## src/core/eeh_pkg.sv

```systemverilog
// Purpose: shared constants and carriers for the two-wire eeprom host controller
// Assumes: one eeprom target, 17-bit word address, 256-byte pages
// Notes: bus timing counts derive from the system clock rate
package eeh_pkg;
  localparam int unsigned SYS_CLK_MHZ = 250;
  localparam int unsigned SCL_HALF_NS = 1300;   // longest low time at the lowest supply
  localparam int unsigned SCL_HALF_CYC = (SCL_HALF_NS * SYS_CLK_MHZ + 999) / 1000;
  localparam int unsigned PROG_TIME_MS = 5;     // internal_program_time
  localparam int unsigned PROG_TIME_CYC = PROG_TIME_MS * SYS_CLK_MHZ * 1000;
  localparam int unsigned ADDR_W = 17;
  localparam int unsigned PAGE_BYTES = 256;
  localparam int unsigned RECOVER_CLOCKS = 9;
  localparam logic [3:0] DEV_TYPE = 4'ha;       // one-zero-one-zero type code
  localparam logic RW_READ = 1'h1;
  localparam logic RW_WRITE = 1'h0;
  localparam int unsigned PAGE_MSB_POS = 16;

  // operation requested by the user side
  typedef enum logic [2:0] {
    EEH_OP_WRITE = 3'h0,    // byte or page write
    EEH_OP_CUR_RD = 3'h1,   // current-address read
    EEH_OP_RAND_RD = 3'h2,  // random read, dummy write first
    EEH_OP_POLL = 3'h3,     // acknowledge poll
    EEH_OP_RECOVER = 3'h4   // protocol reset sequence
  } eeh_op_t;

  typedef struct packed {
    eeh_op_t op;
    logic [1:0] sel;              // select_pin_high, select_pin_low levels
    logic [ADDR_W-1:0] addr;
    logic [8:0] count;            // bytes to move, 1..256
  } eeh_cmd_t;

  typedef struct packed {
    logic scl_o;
    logic sda_o;
    logic sda_oe;
  } eeh_pins_t;
endpackage : eeh_pkg

```

## src/core/eeh_host.sv

```systemverilog
// Purpose: two-wire bus controller driving a serial eeprom through its pins
// Assumes: open-drain lines, external pull-ups, target never stretches the clock
// Notes: clock is generated here by a divider; sda leaves as an enable-style signal, scl is pushed
`timescale 1ns/1ns
`default_nettype none
module eeh_host #(
  parameter int unsigned PROG_CYC = eeh_pkg::PROG_TIME_CYC,
  parameter int unsigned HALF_CYC = eeh_pkg::SCL_HALF_CYC
) (
  input wire logic sys_clk,
  input wire logic rst_b,
  input wire logic cmd_valid,
  input wire eeh_pkg::eeh_cmd_t cmd,
  output logic cmd_ready,
  input wire logic [7:0] wr_data,
  output logic wr_take,
  output logic [7:0] rd_data,
  output logic rd_valid,
  output logic done,
  output logic nack_err,
  output logic scl_o,
  output logic sda_o,
  output logic sda_oe,
  input wire logic sda_i
);
  typedef enum logic [8:0] {
    S_IDLE = 9'h001, S_START = 9'h002, S_BYTE = 9'h004, S_ACK = 9'h008,
    S_RBYTE = 9'h010, S_MACK = 9'h020, S_STOP = 9'h040, S_PROG = 9'h080,
    S_RECOV = 9'h100
  } eeh_st_t;
  // phase within a byte sequence: device word, word msb, word lsb, data
  typedef enum logic [3:0] {
    P_DEV = 4'h1, P_AHI = 4'h2, P_ALO = 4'h4, P_DATA = 4'h8
  } eeh_ph_t;

  eeh_st_t st, next_st;
  eeh_ph_t ph, next_ph;
  eeh_pkg::eeh_cmd_t cur, next_cur;
  logic [31:0] tick, next_tick, prog, next_prog;
  logic [1:0] qtr, next_qtr;
  logic [3:0] bitn, next_bitn;
  logic [7:0] shreg, next_shreg, rdd_r, next_rdd;
  logic [8:0] left, next_left;
  logic restart, next_restart, sda_m, sda_s, q_end;
  logic scl_r, next_scl, sda_r, next_sda, oe_r, next_oe, rdy_r, next_rdy;
  logic take_r, next_take, rdv_r, next_rdv, done_r, next_done, nack_r, next_nack;

  // the data line arrives from outside the clock domain
  always_ff @(posedge sys_clk or negedge rst_b) begin
    if (!rst_b) begin
      sda_m <= 1'h1;
      sda_s <= 1'h1;
    end else begin
      sda_m <= sda_i;
      sda_s <= sda_m;
    end
  end

  // each bit is four quarter phases: low-change, low-hold, high-sample, high-hold
  assign q_end = (tick == 32'(HALF_CYC / 2));

  // main sequencer
  always_comb begin
    next_st = st;
    next_ph = ph;
    next_cur = cur;
    next_tick = q_end ? 32'h0 : tick + 32'h1;
    next_qtr = q_end ? qtr + 2'h1 : qtr;
    next_bitn = bitn;
    next_shreg = shreg;
    next_left = left;
    next_restart = restart;
    next_prog = (prog != 32'h0) ? prog - 32'h1 : 32'h0;
    next_scl = scl_r;
    next_sda = sda_r;
    next_take = 1'h0;
    next_rdv = 1'h0;
    next_rdd = rdd_r;
    next_done = 1'h0;
    next_nack = nack_r;
    case (st)
      S_IDLE: begin
        next_scl = 1'h1;
        next_sda = 1'h1;
        next_tick = 32'h0;
        next_qtr = 2'h0;
        if (cmd_valid) begin
          next_cur = cmd;
          next_nack = 1'h0;
          next_left = cmd.count;
          next_restart = 1'h0;
          next_bitn = 4'h0;
          next_st = (cmd.op == eeh_pkg::EEH_OP_RECOVER) ? S_RECOV : S_START;
        end
      end
      S_START: begin
        // sda falls while scl high, then scl falls; also serves as repeated start
        if (q_end) begin
          case (qtr)
            2'h0: begin next_sda = 1'h1; next_scl = 1'h0; end
            2'h1: next_scl = 1'h1;
            2'h2: next_sda = 1'h0;
            default: begin
              next_scl = 1'h0;
              next_ph = P_DEV;
              // device word: type, selects, page msb, direction
              next_shreg = {eeh_pkg::DEV_TYPE, cur.sel,
                cur.addr[eeh_pkg::PAGE_MSB_POS],
                (cur.op == eeh_pkg::EEH_OP_CUR_RD || restart) ?
                eeh_pkg::RW_READ : eeh_pkg::RW_WRITE};
              next_bitn = 4'h0;
              // recovery ends with start then stop, leaving the target's counter alone
              next_st = (cur.op == eeh_pkg::EEH_OP_RECOVER) ? S_STOP : S_BYTE;
            end
          endcase
        end
      end
      S_BYTE: begin
        if (q_end) begin
          case (qtr)
            2'h0: next_sda = shreg[7];
            2'h1: next_scl = 1'h1;
            2'h2: ;
            default: begin
              next_scl = 1'h0;
              next_shreg = {shreg[6:0], 1'h0};
              next_bitn = bitn + 4'h1;
              if (bitn == 4'h7) begin
                next_st = S_ACK;
              end
            end
          endcase
        end
      end
      S_ACK: begin
        if (q_end) begin
          case (qtr)
            2'h0: next_sda = 1'h1;                             // release for target
            2'h1: next_scl = 1'h1;
            2'h2: next_nack = sda_s && (cur.op != eeh_pkg::EEH_OP_POLL);
            default: begin
              next_scl = 1'h0;
              next_bitn = 4'h0;
              if (nack_r) begin
                next_st = S_STOP;
              end else if (ph == P_DEV && cur.op == eeh_pkg::EEH_OP_POLL) begin
                next_st = sda_s ? S_START : S_STOP;
              end else if (ph == P_DEV && (cur.op == eeh_pkg::EEH_OP_CUR_RD || restart)) begin
                next_st = S_RBYTE;
              end else if (ph == P_DEV) begin
                next_ph = P_AHI;
                next_shreg = cur.addr[15:8];
                next_st = S_BYTE;
              end else if (ph == P_AHI) begin
                next_ph = P_ALO;
                next_shreg = cur.addr[7:0];
                next_st = S_BYTE;
              end else if (ph == P_ALO && cur.op == eeh_pkg::EEH_OP_RAND_RD) begin
                next_restart = 1'h1;
                next_st = S_START;
              end else if (left != 9'h0) begin
                // byte or page write: next data byte
                next_ph = P_DATA;
                next_shreg = wr_data;
                next_take = 1'h1;
                next_left = left - 9'h1;
                next_st = S_BYTE;
              end else begin
                next_st = S_STOP;
              end
            end
          endcase
        end
      end
      S_RBYTE: begin
        if (q_end) begin
          case (qtr)
            2'h0: next_sda = 1'h1;
            2'h1: next_scl = 1'h1;
            2'h2: next_shreg = {shreg[6:0], sda_s};
            default: begin
              next_scl = 1'h0;
              next_bitn = bitn + 4'h1;
              if (bitn == 4'h7) begin
                next_rdd = shreg;
                next_rdv = 1'h1;
                next_left = (left > 9'h1) ? left - 9'h1 : 9'h0;
                next_st = S_MACK;
              end
            end
          endcase
        end
      end
      S_MACK: begin
        // acknowledge keeps a sequential read going; last byte gets none
        if (q_end) begin
          case (qtr)
            2'h0: next_sda = (left == 9'h0);
            2'h1: next_scl = 1'h1;
            2'h2: ;
            default: begin
              next_scl = 1'h0;
              next_bitn = 4'h0;
              next_st = (left == 9'h0) ? S_STOP : S_RBYTE;
            end
          endcase
        end
      end
      S_STOP: begin
        if (q_end) begin
          case (qtr)
            2'h0: next_sda = 1'h0;
            2'h1: next_scl = 1'h1;
            2'h2: next_sda = 1'h1;
            default: begin
              next_done = 1'h1;
              if (cur.op == eeh_pkg::EEH_OP_WRITE && !nack_r) begin
                next_prog = 32'(PROG_CYC);
                next_st = S_PROG;
              end else begin
                next_st = S_IDLE;
              end
            end
          endcase
        end
      end
      S_PROG: begin
        // target is deaf while programming; hold the bus idle
        next_scl = 1'h1;
        next_sda = 1'h1;
        if (prog == 32'h0) begin
          next_st = S_IDLE;
        end
      end
      S_RECOV: begin
        if (q_end) begin
          case (qtr)
            2'h0: next_sda = 1'h1;
            2'h1: next_scl = 1'h1;
            2'h2: begin
              next_bitn = bitn + 4'h1;
              if (sda_s || bitn == 4'(eeh_pkg::RECOVER_CLOCKS - 1)) begin
                next_qtr = 2'h1;
                next_st = S_START;
              end
            end
            default: next_scl = 1'h0;
          endcase
        end
      end
      default: next_st = S_IDLE;
    endcase
    next_rdy = (next_st == S_IDLE);
    next_oe = ~next_sda;                                       // pull low only for a zero
  end

  // state registers
  always_ff @(posedge sys_clk or negedge rst_b) begin
    if (!rst_b) begin
      st <= S_IDLE;
      ph <= P_DEV;
      cur <= '0;
      tick <= 32'h0;
      qtr <= 2'h0;
      bitn <= 4'h0;
      shreg <= 8'h0;
      left <= 9'h0;
      restart <= 1'h0;
      prog <= 32'h0;
      scl_r <= 1'h1;
      sda_r <= 1'h1;
      oe_r <= 1'h0;
      rdy_r <= 1'h1;
      take_r <= 1'h0;
      rdv_r <= 1'h0;
      rdd_r <= 8'h0;
      done_r <= 1'h0;
      nack_r <= 1'h0;
    end else begin
      st <= next_st;
      ph <= next_ph;
      cur <= next_cur;
      tick <= next_tick;
      qtr <= next_qtr;
      bitn <= next_bitn;
      shreg <= next_shreg;
      left <= next_left;
      restart <= next_restart;
      prog <= next_prog;
      scl_r <= next_scl;
      sda_r <= next_sda;
      oe_r <= next_oe;
      rdy_r <= next_rdy;
      take_r <= next_take;
      rdv_r <= next_rdv;
      rdd_r <= next_rdd;
      done_r <= next_done;
      nack_r <= next_nack;
    end
  end

  // open-drain: enable asserted only to pull low; scl is pushed by this end
  assign scl_o = scl_r;
  assign sda_o = 1'h0;
  assign sda_oe = oe_r;
  assign cmd_ready = rdy_r;
  assign wr_take = take_r;
  assign rd_data = rdd_r;
  assign rd_valid = rdv_r;
  assign done = done_r;
  assign nack_err = nack_r;
endmodule : eeh_host
`default_nettype wire

```

## config.mk

```make
export PLATFORM = sky130hd
export DESIGN_NAME = eeh_host
export DESIGN_NICKNAME = d
export VERILOG_FILES = /design/src/core/eeh_pkg.sv /design/src/core/eeh_host.sv
export SDC_FILE = /design/constraint.sdc
export NUM_CORES = 1
export LEC_CHECK = 0
export ABC_AREA = 1
export BUFFER_PORTS_ARGS = -buffer_cell sky130_fd_sc_hd__clkbuf_2
export CAP_MARGIN = 10
export CORE_MARGIN = 1
export CORE_UTILIZATION = 30
export DETAILED_ROUTE_END_ITERATION = 12
export SLEW_MARGIN = 20
export SYNTH_ARGS = -nofsm -noshare
export SYNTH_HDL_FRONTEND = slang
export SYNTH_SLANG_ARGS = --single-unit
```

## constraint.sdc

```tcl
create_clock -name sys_clk -period 3.7 [get_ports sys_clk]
set_input_delay 0.185 -clock sys_clk [delete_from_list [all_inputs] [get_ports sys_clk]]
set_output_delay 0.185 -clock sys_clk [all_outputs]
set_load 0.01 [all_outputs]
```

-- Yosys cells after proc, flatten, opt, wreduce, memory -nomap -nowiden
Cells that the tools add are included.
- flip-flop bits (word level): 141
- latch bits: 0
- memory bits (writable): 0
- memory bits (read-only): 0
- input bits: 43
- output and inout bits: 16
- logic and storage cells: 268
- memories kept: 0
- add/subtract/negate cells: 5
- $mul: 0
- divide/modulo/power cells: 0
- $lt $le $gt $ge: 1
- equality and inequality tests: 57
- shifts and indexed selects: 0
- muxes and demuxes: 144
- bitwise gates (word level): 2
- reductions and logical operators: 36
- operator list (cell ; number):
    9-bit two-way mux ; 34
    32-bit two-way mux ; 7
    8-bit two-way mux ; 16
    9-bit one-hot mux with 9 select lines ; 1
    4-bit two-way mux ; 18
    7-bit two-way mux ; 10
    2-bit != test, second input constant ; 28
    1-bit two-way mux ; 41
    32-bit by 1-bit adder with 32-bit output, second input constant ; 1
    32-bit by 8-bit equality test with 1-bit output, second input constant ; 1
    32-bit logical NOT ; 1
    8-bit one-hot mux with 4 select lines ; 1
    32-bit nonzero test ; 1
    32-bit by 1-bit subtractor with 32-bit output, second input constant ; 1
    14-bit AND reduction ; 2
    9-bit one-hot mux with 3 select lines ; 1
    10-bit AND reduction ; 2
    9-bit by 1-bit equality test with 1-bit output, second input constant ; 2
    4-bit one-hot mux with 4 select lines ; 1
    1-bit one-hot mux with 2 select lines ; 6
    4-bit nonzero test ; 3
    9-bit by 2-bit equality test with 1-bit output, second input constant ; 1
    9-bit by 3-bit equality test with 1-bit output, second input constant ; 1
    9-bit by 4-bit equality test with 1-bit output, second input constant ; 1
    43 further kinds ; 64

-- Logic depth before layout (Yosys ltp)
Gate-level depths: netlist (run 1).
- depth after elaboration: 12
- depth in mapped cells: 14
- depth with buffers taken out: 13

-- Least setup slack after synthesis (run 1)
OpenSTA, ideal clock, no wires.
- kind: register to register
- start: register tick[0]
- end: register left[3]
- library setup time: 117 ps
- arrival time: 1679 ps
- data required time: 3583 ps
- setup slack: 1904 ps
- cell stages (with the launch flop): 13
- path buffers: 0
- clock period less this slack: 1796 ps
- cell sequence: dfrtp_1 > inv_1 > ha_1 > nor3b_1 > nand2_1 > nor2_1 > nand2_1 > nand2_1 > nand3_1 > nor2_4 > nand2_4 > nand2_1 > nand2_1
- cells in the longest elaborated chain, start to end: 3
- elaborated cells on any way between the ends: 4
- those cells by class: eq/ne: 3; reduce/logical: 1
- RTL lines (item ; RTL line ; text):
    from (decl) ; eeh_host.sv:39 ; logic [31:0] tick, next_tick, prog, next_prog;
    from (signal assigned) ; eeh_host.sv:283 ; tick <= next_tick;
    32-bit by 8-bit equality test with 1-bit output (*) ; eeh_host.sv:60 ; assign q_end = (tick == 32'(HALF_CYC / 2));
    2-bit != test (no source line) ; -- ;
    14-bit AND reduction (no source line) (*) ; -- ;
    to (signal assigned) ; eeh_host.sv:287 ; left <= next_left;
    to (decl) ; eeh_host.sv:43 ; logic [8:0] left, next_left;
Every way passes the cells marked *; elsewhere a longest branch is shown, timed or not.
A chain may end at the register's enable or synchronous reset.

-- Worst setup path in the final report (run 1)
- start: register tick[24]
- end: register rdd_r[4] (netlist: rd_data[4])
- cells in the longest elaborated chain, start to end: 2
- RTL lines (item ; RTL line ; text):
    32-bit by 8-bit equality test with 1-bit output ; eeh_host.sv:60 ;
    4-bit AND reduction (no source line) ; -- ;
    to (signal assigned) ; eeh_host.sv:296 ; rdd_r <= next_rdd;
    to (decl) ; eeh_host.sv:42 ; logic [7:0] shreg, next_shreg, rdd_r, next_rdd;
No other way between the ends.

==> results by group, run 1 <==
Pwr
  • Max VDD drop: roughly 0.27 mV
  • Lkg Pwr: 5.550 nW
  • Pwr Density: between 500 and 600 nW/um^2

STA
  • Fin crit period: 2.541 ns
  • Max-slew violations: 0
  • Setup_tns: 0 ns
  • Max_slew headroom: about two fifths
  • Final hold violations: 0
  • Crit share post-route: 68.67%
  • Worst Skew: approximately 0.011 ns
  • RSZ-0062 raised after global routing: no
  • Max Freq: between 0.3 and 0.4 GHz
  • Worst-margin pin slew: about 0.9 ns
  • Endpoints failing setup: 0

Setup path
  • CP Depth: 11
  • WP data required: a little over 4 ns
  • Kind of cell adding the most delay to the critical path: simple AND/OR/NAND/NOR gates
  • Worst-path cell chain: nor2_1 -> nand2_1 -> nor2_1 -> nand2_1 -> nor2_4 -> nand2_2 -> inv_1 -> nand3_1 -> inv_1 -> nand2_1 -> nand2_1
  • CP peak stage delay: 0.42 ns
  • Setup crit start: tick[24]
  • Worst EP arrival: 2.91 ns
  • CP startpoint kind: register
  • R2r setup slk: about 1.2 ns
  • Reg2reg path depth: 11
  • Reg-to-Reg End: rd_data[4]
  • End of the critical path: rd_data[4]
  • Crit. End Element: register
  • FF-to-FF Start: tick[24]
  • Critical path fanouts, max: 14
  • CP Buf/Inv Count: 2
  • Critical path's most frequent cell: nand2_1
  • Slowest CP cell: dfrtp_1
  • CP Class: register to register

Floorplan
  • Die ar.: slightly above 30000 um^2
  • Core area: 29010 um^2
  • Initial Util: a little under a third
  • Die Ht: 174.7 um
  • Row cnt: just over 60
  • # IOs: 59
  • Die Wd: about 170 um

Route
  • First drt pass iteration count: 7
  • Post-Route WL: between 20000 and 30000 um
  • Initial DRC Count: roughly 750
  • Vias per cell: between 4 and 5
  • Routed vias: 8500
  • Wire length per cell: ~14 um
  • Drt drc: 0
  • Detail Route Antenna Nets: 0

Clock network
  • Root buffer cell: clkbuf_16
  • CTS tree: built
  • Num CTS Buffers: 17
  • Clock transition at path regs: roughly 0.060 ns
  • Clock Sinks: between 100 and 150
  • Worst skew pair latency: approximately 0.43 ns
  • H-tree Lvls: 4
  • Clock Tree Buf Depth: 2
  • Post_cts resized: 0

Finish
  • Share of post-route cells with drive strength above 1: between 10% and 20%
  • Post-route insts no fill: between 1500 and 2000
  • FF+latch area: 3537 um^2
  • Commonest non-fill, non-tap cell in the layout: nand2_1
  • Area Growth Syn to Fin: 16.91%
  • # diodes: 0
  • Final nets: around 1400
  • Layout fillers: approximately 3100
  • Most frequent cells in the layout: nand2_1, nor2_1, dfrtp_1, nand3_1, inv_1
  • Multi-input gate area: 4837 um^2

Run status
  • Status: completed

Logic synthesis
  • Synth Net Count: ~1300
  • Number of synthesized flops with an enable pin: 0
  • Synthesized cell area: about 9000 um^2
  • Synth Flop Type: dfrtp_1
  • Yosys warns: 0
  • Post-synth cell types: 47
  • Cells after Synth: between 1000 and 1500
  • Avg Cell Area, Syn: 6.982 um^2
  • Yosys reg bits: ~140
  • Sequential fraction of the synthesis area: between 30% and 40%
  • Async SR Flop Fraction: 100.0%

Placed design
  • Post-Place Cells: 1713
  • Final GP Congestion: roughly 0.93
  • HPWL Detailed: approximately 19000 um
  • Number of port buffers: between 50 and 60

GRT
  • Grt total ovfl: 0
  • First-pass GRT wire length: ~43000 um
  • GRT Overall Usage: between 10% and 20%
  • Initial antenna violation count: 0
  • Vias in the first global route: between 8000 and 9000
  • Largest net degree at the start of global routing: a little over 90

Worst hold path
  • Min-delay worst type: input port to register

Job
  • Max cap viols: 0
==> layout make-up <==
cell class / instances / area share [%]
Clock buffer: 18 / 4.197
Clock inverter: 13 / 1.578
Inverter: 125 / 4.531
Multi-Input combinational cell: 1002 / 46.22
Sequential cell: 141 / 33.80
Tap cell: 384 / 4.591
Timing Repair Buffer: 82 / 5.081
==> report_power, final <==
part	switching, mW	leakage (nW)	internal (mW)
Combinational	1.11	3.39	0.515
Clock	0.697	0.285	1.08
Sequential	0.209	1.88	1.82
Total	2.02	5.55	3.41
==> synthesized netlist by cell type, types with 6 or more instances <==
library cell | instances | area share, %
nand2_1 | 428 | 18
nor2_1 | 201 | 8.4
dfrtp_1 | 134 | 37
nand3_1 | 119 | 6.7
inv_1 | 112 | 4.7
nor3_1 | 36 | 2.0
xor2_1 | 33 | 3.2
o21ai_0 | 32 | 1.8
nand4_1 | 22 | 1.5
a21oi_1 | 19 | 1.1
ha_1 | 13 | 1.8
xnor2_1 | 12 | 1.2
nand2_2 | 11 | 0.77
inv_2 | 10 | 0.42
nor4_1 | 10 | 0.70
dfstp_2 | 7 | 2.1
nand2_4 | 7 | 0.88
nor2_4 | 7 | 0.88
nand3_2 | 6 | 0.67
==> registers in the layout, indices dropped and copies added (netlist names) <==
signal	count
sda_s	1
scl_o	1
cmd_ready	1
bitn	4
sda_r	1
rd_data	8
sda_oe	1
rd_valid	1
left	9
tick	32
st	9
qtr	2
cur	22
shreg	8
wr_take	1
sda_m	1
prog	32
nack_err	1
done	1
ph	4
restart	1
==> tightest hold or removal path: cells and delay by family <==
family / cells / cell delay (ns)
AOI/OAI and AO/OA: 1 / 0.06
and+or+nand+nor: 1 / 0.06
buffers and inverters: 1 / 0.13
==> cell families (layout without fill, tap and decap cells) <==
kind of cell,count (synthesis),in the layout,synth area share (%)
compound gates,72,72,4.557
xor+xnor,45,45,4.403
fa+ha+maj,13,13,1.817
buf+inv,139,238,6.444
flops,141,141,39.52
other cells,1,1,0.04189
simple gates,871,871,43.22
==> what timing repair did <==
action	in CTS	in global routing
hold endpoints to repair	106	0
hold buffers	21	0
buffers inserted	0	0
endpoints found under the setup margin	0	0
==> metrics by stage <==
stage | hold slack, ns | cell area (um^2) | power (mW) | utilization, % | worst slack [ns]
2_1_floorplan | -0.1106 | 8951 | 3.186 | - | 1.904
6_report | 0.03971 | 10470 | 5.432 | 36.07 | 1.159
3_3_place_gp | 0.2749 | 9651 | 3.643 | 33.26 | 1.239
4_1_cts | 0.02089 | 10470 | 5.485 | 36.07 | 1.153
3_5_place_dp | 0.2780 | 9651 | 3.665 | 33.26 | 1.158
5_1_grt | 0.03164 | 10470 | 5.797 | 36.07 | 0.8769
==> how the worst min path moves through the flow <==
stage / end / slack, ns / startpoint / cells after the start
final: cur[28] / 0.04 / cmd[28] / 3
after global placement: sda_m / 0.27 / sda_i / 1
after floorplan: bitn[0] / -0.11 / rst_b / 0
after detailed placement: sda_m / 0.28 / sda_i / 1
after CTS: cur[29] / 0.02 / cmd[29] / 3
after global routing: cur[28] / 0.03 / cmd[28] / 3
==> per-layer routing <==
layer	global-route usage [%]	wire, um	up-vias
li1	-	-	4270
met1	22.87	11670	4013
met2	29.08	12360	184
met3	3.351	1152	33
met4	4.928	412	0
met5	0	0	-
No activity file was read; power rests on OpenSTA's default activity.
==> run 2, diff against run 1 <==
Clock period 3.7 ns to 2.33 ns, I/O delays scaled along.
==> run 2 against run 1 <==
  * Fmax grew 18%
  * Final area grew 3.1%
  * Die area is the same
  * Sequential power grew 60%
  * Hold slack lost 0.0092 ns
  * Clock skew grew 0.0017 ns
  * Routed wire length is essentially flat
  * Largest cell class unchanged
==> results by group, run 2 (same netlist as run 1, synthesis figures left out) <==
GRT
  • GR Layer Usage met1: 23.48% (+0.61 points)
  • GRT Overall Usage: 17.42% (-0.018 points)
  • Largest net degree at the start of global routing: 67 (-27%)
  • First-pass GRT wire length: 42480 um (-0.44%)
  • Met3 GRT Util: 3.547% (+0.20 points)
  • Grt total ovfl: 0 (unchanged)
  • Vias in the first global route: 8401 (+0.071%)
  • GRT met2 Usage: 28.14% (-0.94 points)
  • Initial antenna violation count: 0 (unchanged)
  • Busiest layer in global routing: met2

STA
  • Worst-margin pin slew: 0.6658 ns (-0.2351 ns)
  • Max Freq: 0.4648 GHz (+18%)
  • Worst Skew: 0.01234 ns (+0.001655 ns)
  • Final hold violations: 0 (unchanged)
  • Endpoints failing setup: 0 (unchanged)
  • Setup_tns: 0 ns (unchanged)
  • Fin crit period: 2.152 ns (-0.3892 ns)
  • Worst setup margin: 0.1784 ns (-0.9808 ns)
  • Max_slew headroom: 55.61% (+16 points)
  • Crit share post-route: 92.34% (+24 points)
  • Max-slew violations: 0 (unchanged)

Floorplan
  • Core area: 29010 um^2 (unchanged)
  • Die Ht: 174.7 um (unchanged)
  • Row cnt: 62 (unchanged)
  • # IOs: 59 (unchanged)
  • Die Wd: 174.7 um (unchanged)
  • Die ar.: 30530 um^2 (unchanged)
  • Initial Util: 30.85% (unchanged)

Placed design
  • Dpl ws: 0.1025 ns (-1.056 ns)
  • HPWL Detailed: 19630 um (+2.2%)
  • Number of port buffers: 57 (unchanged)
  • Final GP Congestion: 0.9605 (+3.3%)

Clock network
  • Clock Sinks: 141 (unchanged)
  • Num CTS Buffers: 17 (unchanged)
  • Root buffer cell: clkbuf_16
  • CTS tree: built
  • Worst skew pair latency: 0.44 ns (about the same)
  • Clock Tree Buf Depth: 2 (unchanged)
  • Clock transition at path regs: 0.06 ns (about the same)
  • H-tree Lvls: 4 (unchanged)

Pwr
  • Portion of total power attributed to the clock network: 34.1% (+1.5 points)
  • Lkg Pwr: 5.756 nW (+3.7%)
  • Sequential group share of total power: 36.0% (-1.4 points)
  • Comb pwr share: 29.8% (-0.2 points)
  • Max VDD drop: 0.5560 mV (+100%)
  • Cell Int Power: 5.786 mW (+69%)
  • Switching part of the total: 35.58% (-1.6 points)
  • Psw: 3.196 mW (+58%)
  • Pwr Density: 832.2 nW/um^2 (+60%)

Setup path
  • R2r setup slk: 0.18 ns (-0.98 ns)
  • CP Class: register to register
  • WP data required: 2.69 ns (-1.38 ns)
  • Critical path fanouts, max: 5 (-9)
  • Worst-path cell chain: inv_1 -> ha_1 -> nor3b_1 -> nand2_1 -> nor2_1 -> nand2_2 -> nand2_1 -> nand3_1 -> nor2_4 -> buf_4 -> nand3_1 -> nand2_1
  • Slowest CP cell: dfrtp_1
  • Critical path's most frequent cell: nand2_1
  • Worst EP arrival: 2.52 ns (-0.39 ns)
  • Crit. End Element: register
  • CP startpoint kind: register
  • CP peak stage delay: 0.41 ns (about the same)

Worst hold path
  • Min-delay worst type: input port to register

Finish
  • # diodes: 0 (unchanged)
  • Largest registers: prog: 32 flops, tick: 32 flops, cur: 22 flops
  • Layout fillers: 3103 (-0.86%)
  • Finished Core Util: 37.20% (+1.1 points)
  • FF+latch area: 3537 um^2 (unchanged)
  • Multi-input gate area: 4847 um^2 (+0.21%)
  • Share of post-route cells with drive strength above 1: 13.31% (+1.8 points)
  • Area Growth Syn to Fin: 20.59%
  • Final nets: 1456 (+2.2%)
  • Commonest non-fill, non-tap cell in the layout: nand2_1
  • Most frequent cells in the layout: nand2_1, nor2_1, dfrtp_1, nand3_1, inv_1

Job
  • Max cap viols: 0 (unchanged)

Run status
  • Status: completed

Route
  • Vias per cell: 4.807 (-0.19%)
  • Detail Route Antenna Nets: 0 (unchanged)
  • Post-Route WL: 25590 um (about the same)
  • Wire length per cell: 14.24 um (-1.8%)
  • Routed vias: 8638 (+1.6%)
  • Initial DRC Count: 697 (-7.4%)
  • First drt pass iteration count: 5 (-2)
  • Drt drc: 0 (unchanged)
==> run 2: changes by cell type in the layout (fill, tap and decap cells not counted), sizes merged <==
cell	change
inv	-2
clkinvlp	-4
clkbuf	+3
bufinv	+2
buf	+28
dlygate4sd3	+3
clkinv	+2
==> run 2: what timing repair did <==
action,in CTS,in global routing
buffers inserted,0,2
endpoints found under the setup margin,0,11
hold endpoints to repair,82,0
hold buffers,24,0
resized for setup,0,2
==> run 2: through the flow <==
| stage | area [um^2] | instances | hold WS [ns] | power (mW) |
|---|---|---|---|---|
| floorplan | 8951 | 1282 | -0.1791 | 5.059 |
| global placement | 9858 | 1739 | 0.1724 | 5.856 |
| detailed placement | 9858 | 1739 | 0.1798 | 5.884 |
| CTS | 10760 | 1795 | 0.02637 | 8.999 |
| global route | 10790 | 1797 | 0.03836 | 9.563 |
| finish | 10790 | 1797 | 0.03047 | 8.983 |
==> run 2: routing by layer <==
layer  up-vias  part of all wire, %  wire length, um
met3        33                  5.9             1507
met2       236                   47            12030
met4         0                  1.7              442
met1      4038                   45            11620
met5         -                    0                0
li1       4331                    -                -
==> run 2: layout make-up <==
class	instances	share of cell area [%]
clock buffer	21	4.358
timing repair buffer	113	7.384
clock inverter	11	1.739
sequential	141	32.77
inverter	125	4.393
multi-input combinational	1002	44.91
tap	384	4.451
==> run 2: worst max-delay path, delay by kind of cell (launching register included) <==
| family | cells | cell delay (ns) |
|---|---|---|
| and+or+nand+nor | 9 | 1.22 |
| DFF | 1 | 0.41 |
| buffers and inverters | 2 | 0.22 |
| adders and majority gates | 1 | 0.21 |
==> run 2: final timing paths <==
check / from / endpoint / cells after the start
max in group asynchronous: rst_b / sda_m / 3
min in group asynchronous: rst_b / left[2] / 2
hold / removal: cmd[8] / left[8] / 5
setup reg to reg: tick[0] / left[5] / 12
hold reg to reg: sda_m / sda_s / 0
setup / recovery: tick[0] / left[5] / 12
==> run 2: power groups by stage <==
stage          combinational (mW)  sequential (mW)  clock [mW]
2_1_floorplan                1.87             3.19           0
3_3_place_gp                 2.59             3.27           0
3_5_place_dp                 2.61             3.28           0
4_1_cts                      2.65             3.23        3.12
5_1_grt                      3.04             3.30        3.22
6_report                     2.68             3.24        3.07
==> run 3, diff against run 2 <==
Settings changed: GPL_ROUTABILITY_DRIVEN set to 0.
Clock period 2.33 ns to 2.7 ns, I/O delays scaled along.
==> run 3 against run 2 <==
  * Sequential share of layout area is 0.71 points higher
  * Fmax decreased by 4.5%
  * Setup slack better by 0.27 ns
  * Clock power is 19% lower
  * Register-to-register slack improved by 0.27 ns
  * Final area is 2.1% lower
  * Die area did not move
  * Sequential cell count stayed put
  * Global-route usage down 0.42 points
  * Utilization is 0.79 points lower
  * Clock skew about the same
  * Largest cell class unchanged
  * Largest power group unchanged
==> results by group, run 3 (same netlist as run 1, synthesis figures left out) <==
Route
  • WL met3: 1374 um (-8.8%)
  • First drt pass iteration count: 5 (unchanged)
  • Highest Signal Layer: met4
  • Met1 Routed Length: 11620 um (about the same)
  • Initial DRC Count: 845 (+21%)
  • Met2 WL post-DR: 11740 um (-2.4%)
  • Drt drc: 0 (unchanged)
  • Vias per cell: 4.828 (+0.44%)
  • Wire length per cell: 14.13 um (-0.81%)
  • Detail Route Antenna Nets: 0 (unchanged)
  • Post-Route WL: 25070 um (-2.0%)
  • Routed vias: 8570 (-0.79%)

STA
  • Worst-margin pin slew: 0.7190 ns (+0.05314 ns)
  • Max Freq: 0.4440 GHz (-4.5%)
  • Crit share post-route: 83.41% (-8.9 points)
  • Worst Skew: 0.01222 ns (-0.0001138 ns)
  • Final hold violations: 0 (unchanged)
  • Max-slew violations: 0 (unchanged)
  • Fin crit period: 2.252 ns (+0.1004 ns)
  • RSZ-0062 raised after global routing: no
  • Setup_tns: 0 ns (unchanged)
  • Worst setup margin: 0.4479 ns (+0.2696 ns)
  • Max_slew headroom: 52.07% (-3.5 points)
  • Endpoints failing setup: 0 (unchanged)

Pwr
  • Psw: 2.782 mW (-13%)
  • Max VDD drop: 0.5127 mV (-7.8%)
  • Portion of total power attributed to the clock network: 33.0% (-1.1 points)
  • Switching part of the total: 37.05% (+1.5 points)
  • Pwr Density: 710.9 nW/um^2 (-15%)
  • Cell Int Power: 4.727 mW (-18%)
  • Lkg Pwr: 5.618 nW (-2.4%)
  • Comb pwr share: 29.8% (about the same)
  • Sequential group share of total power: 37.2% (+1.2 points)

Finish
  • Most frequent cells in the layout: nand2_1, nor2_1, dfrtp_1, nand3_1, inv_1
  • Layout fillers: 3067 (-1.2%)
  • Finished Core Util: 36.41% (-0.79 points)
  • Commonest non-fill, non-tap cell in the layout: nand2_1
  • Largest registers: prog: 32 flops, tick: 32 flops, cur: 22 flops
  • Multi-input gate area: 4837 um^2 (-0.21%)
  • Area Growth Syn to Fin: 18.02%
  • # diodes: 0 (unchanged)
  • Share of post-route cells with drive strength above 1: 11.93% (-1.4 points)
  • Final nets: 1434 (-1.5%)
  • FF+latch area: 3537 um^2 (unchanged)
  • Post-route insts no fill: 1775 (-1.2%)

Floorplan
  • Initial Util: 30.85% (unchanged)
  • Core area: 29010 um^2 (unchanged)
  • Die ar.: 30530 um^2 (unchanged)
  • # IOs: 59 (unchanged)
  • Row cnt: 62 (unchanged)
  • Die Wd: 174.7 um (unchanged)
  • Die Ht: 174.7 um (unchanged)

Placed design
  • Number of port buffers: 57 (unchanged)
  • HPWL Detailed: 18770 um (-4.4%)
  • Post-Place Cells: 1719 (-1.2%)
  • Dpl ws: 0.5271 ns (+0.4245 ns)

Clock network
  • Root buffer cell: clkbuf_16
  • Worst skew pair latency: 0.44 ns (about the same)
  • Num CTS Buffers: 17 (unchanged)
  • Post-CTS Hold Buffers: 24 (unchanged)
  • H-tree Lvls: 4 (unchanged)
  • Clock transition at path regs: 0.06 ns (about the same)
  • CTS tree: built
  • Clock Tree Buf Depth: 2 (unchanged)
  • Post_cts resized: 0 (unchanged)
  • Clock Sinks: 141 (unchanged)
  • Post-CTS setup buffers: 0 (unchanged)

Setup path
  • WP data required: 3.01 ns (+0.32 ns)
  • Worst EP arrival: 2.57 ns (+0.05 ns)
  • R2r setup slk: 0.45 ns (+0.27 ns)
  • CP Class: register to register
  • Reg2reg path depth: 13 (+1)
  • Crit. End Element: register
  • CP startpoint kind: register
  • Critical path fanouts, max: 8 (+3)
  • Reg-to-Reg End: bitn[3]
  • FF-to-FF Start: tick[17]

GRT
  • GRT Overall Usage: 16.99% (-0.42 points)
  • First-pass GRT wire length: 41460 um (-2.4%)
  • Largest net degree at the start of global routing: 74 (+10%)
  • Vias in the first global route: 8257 (-1.7%)
  • Grt total ovfl: 0 (unchanged)
  • Initial antenna violation count: 0 (unchanged)

Worst hold path
  • HP Start: cmd[0]
  • WHS Endpoint: left[0]
  • Min-delay worst type: input port to register
  • Hold Path Depth: 5 (unchanged)

Job
  • Max cap viols: 0 (unchanged)

Run status
  • Status: completed
run 3: area by class of cell:
cell class / count / share of cell area (%)
Clock buffer: 19 / 4.288
Sequential cell: 141 / 33.48
Timing Repair Buffer: 91 / 5.863
Clock inverter: 13 / 1.540
Inverter: 125 / 4.489
Tap cell: 384 / 4.548
Multi-Input combinational cell: 1002 / 45.79
run 3: layer usage:
layer	global-route usage, %	vias up
li1	-	4291
met1	22.91	4007
met2	27.46	243
met3	3.220	29
met4	5.181	0
met5	0	-
run 3: worst max-delay path, stage by stage (launching register included):
cell	delay [ns]
dfrtp_1	0.44
nor2_1	0.24
nand2_1	0.07
nor2_1	0.08
nand2_1	0.13
nor2_4	0.24
buf_4	0.21
nand2_1	0.06
nand2_1	0.13
inv_1	0.06
nor2_1	0.21
nand2_1	0.11
nand2_1	0.08
nand2_1	0.06
run 3: power by group through the flow:
stage	clock network, mW	logic (mW)	registers, mW
after floorplan	0	1.61	2.75
after global placement	0	2.18	2.82
after detailed placement	0	2.20	2.82
after CTS	2.53	2.24	2.79
after global routing	2.64	2.53	2.84
final	2.48	2.24	2.79
run 3: through the flow:
stage	instance area, um^2	power [mW]	hold slack [ns]
4_1_cts	10560	7.559	0.04707
3_5_place_dp	9708	5.028	0.2211
3_3_place_gp	9708	5.000	0.2244
6_report	10560	7.510	0.05047
5_1_grt	10560	8.005	0.06560
2_1_floorplan	8951	4.366	-0.1606
run 3: how the worst max path moves through the flow:
stage | startpoint | endpoint | slack, ns
after detailed placement | tick[0] | left[8] | 0.53
after floorplan | tick[0] | left[3] | 0.90
after CTS | tick[24] | bitn[3] | 0.50
after global routing | tick[0] | left[8] | 0.22
after global placement | st[8] | prog[19] | 0.59
final | tick[17] | bitn[3] | 0.45
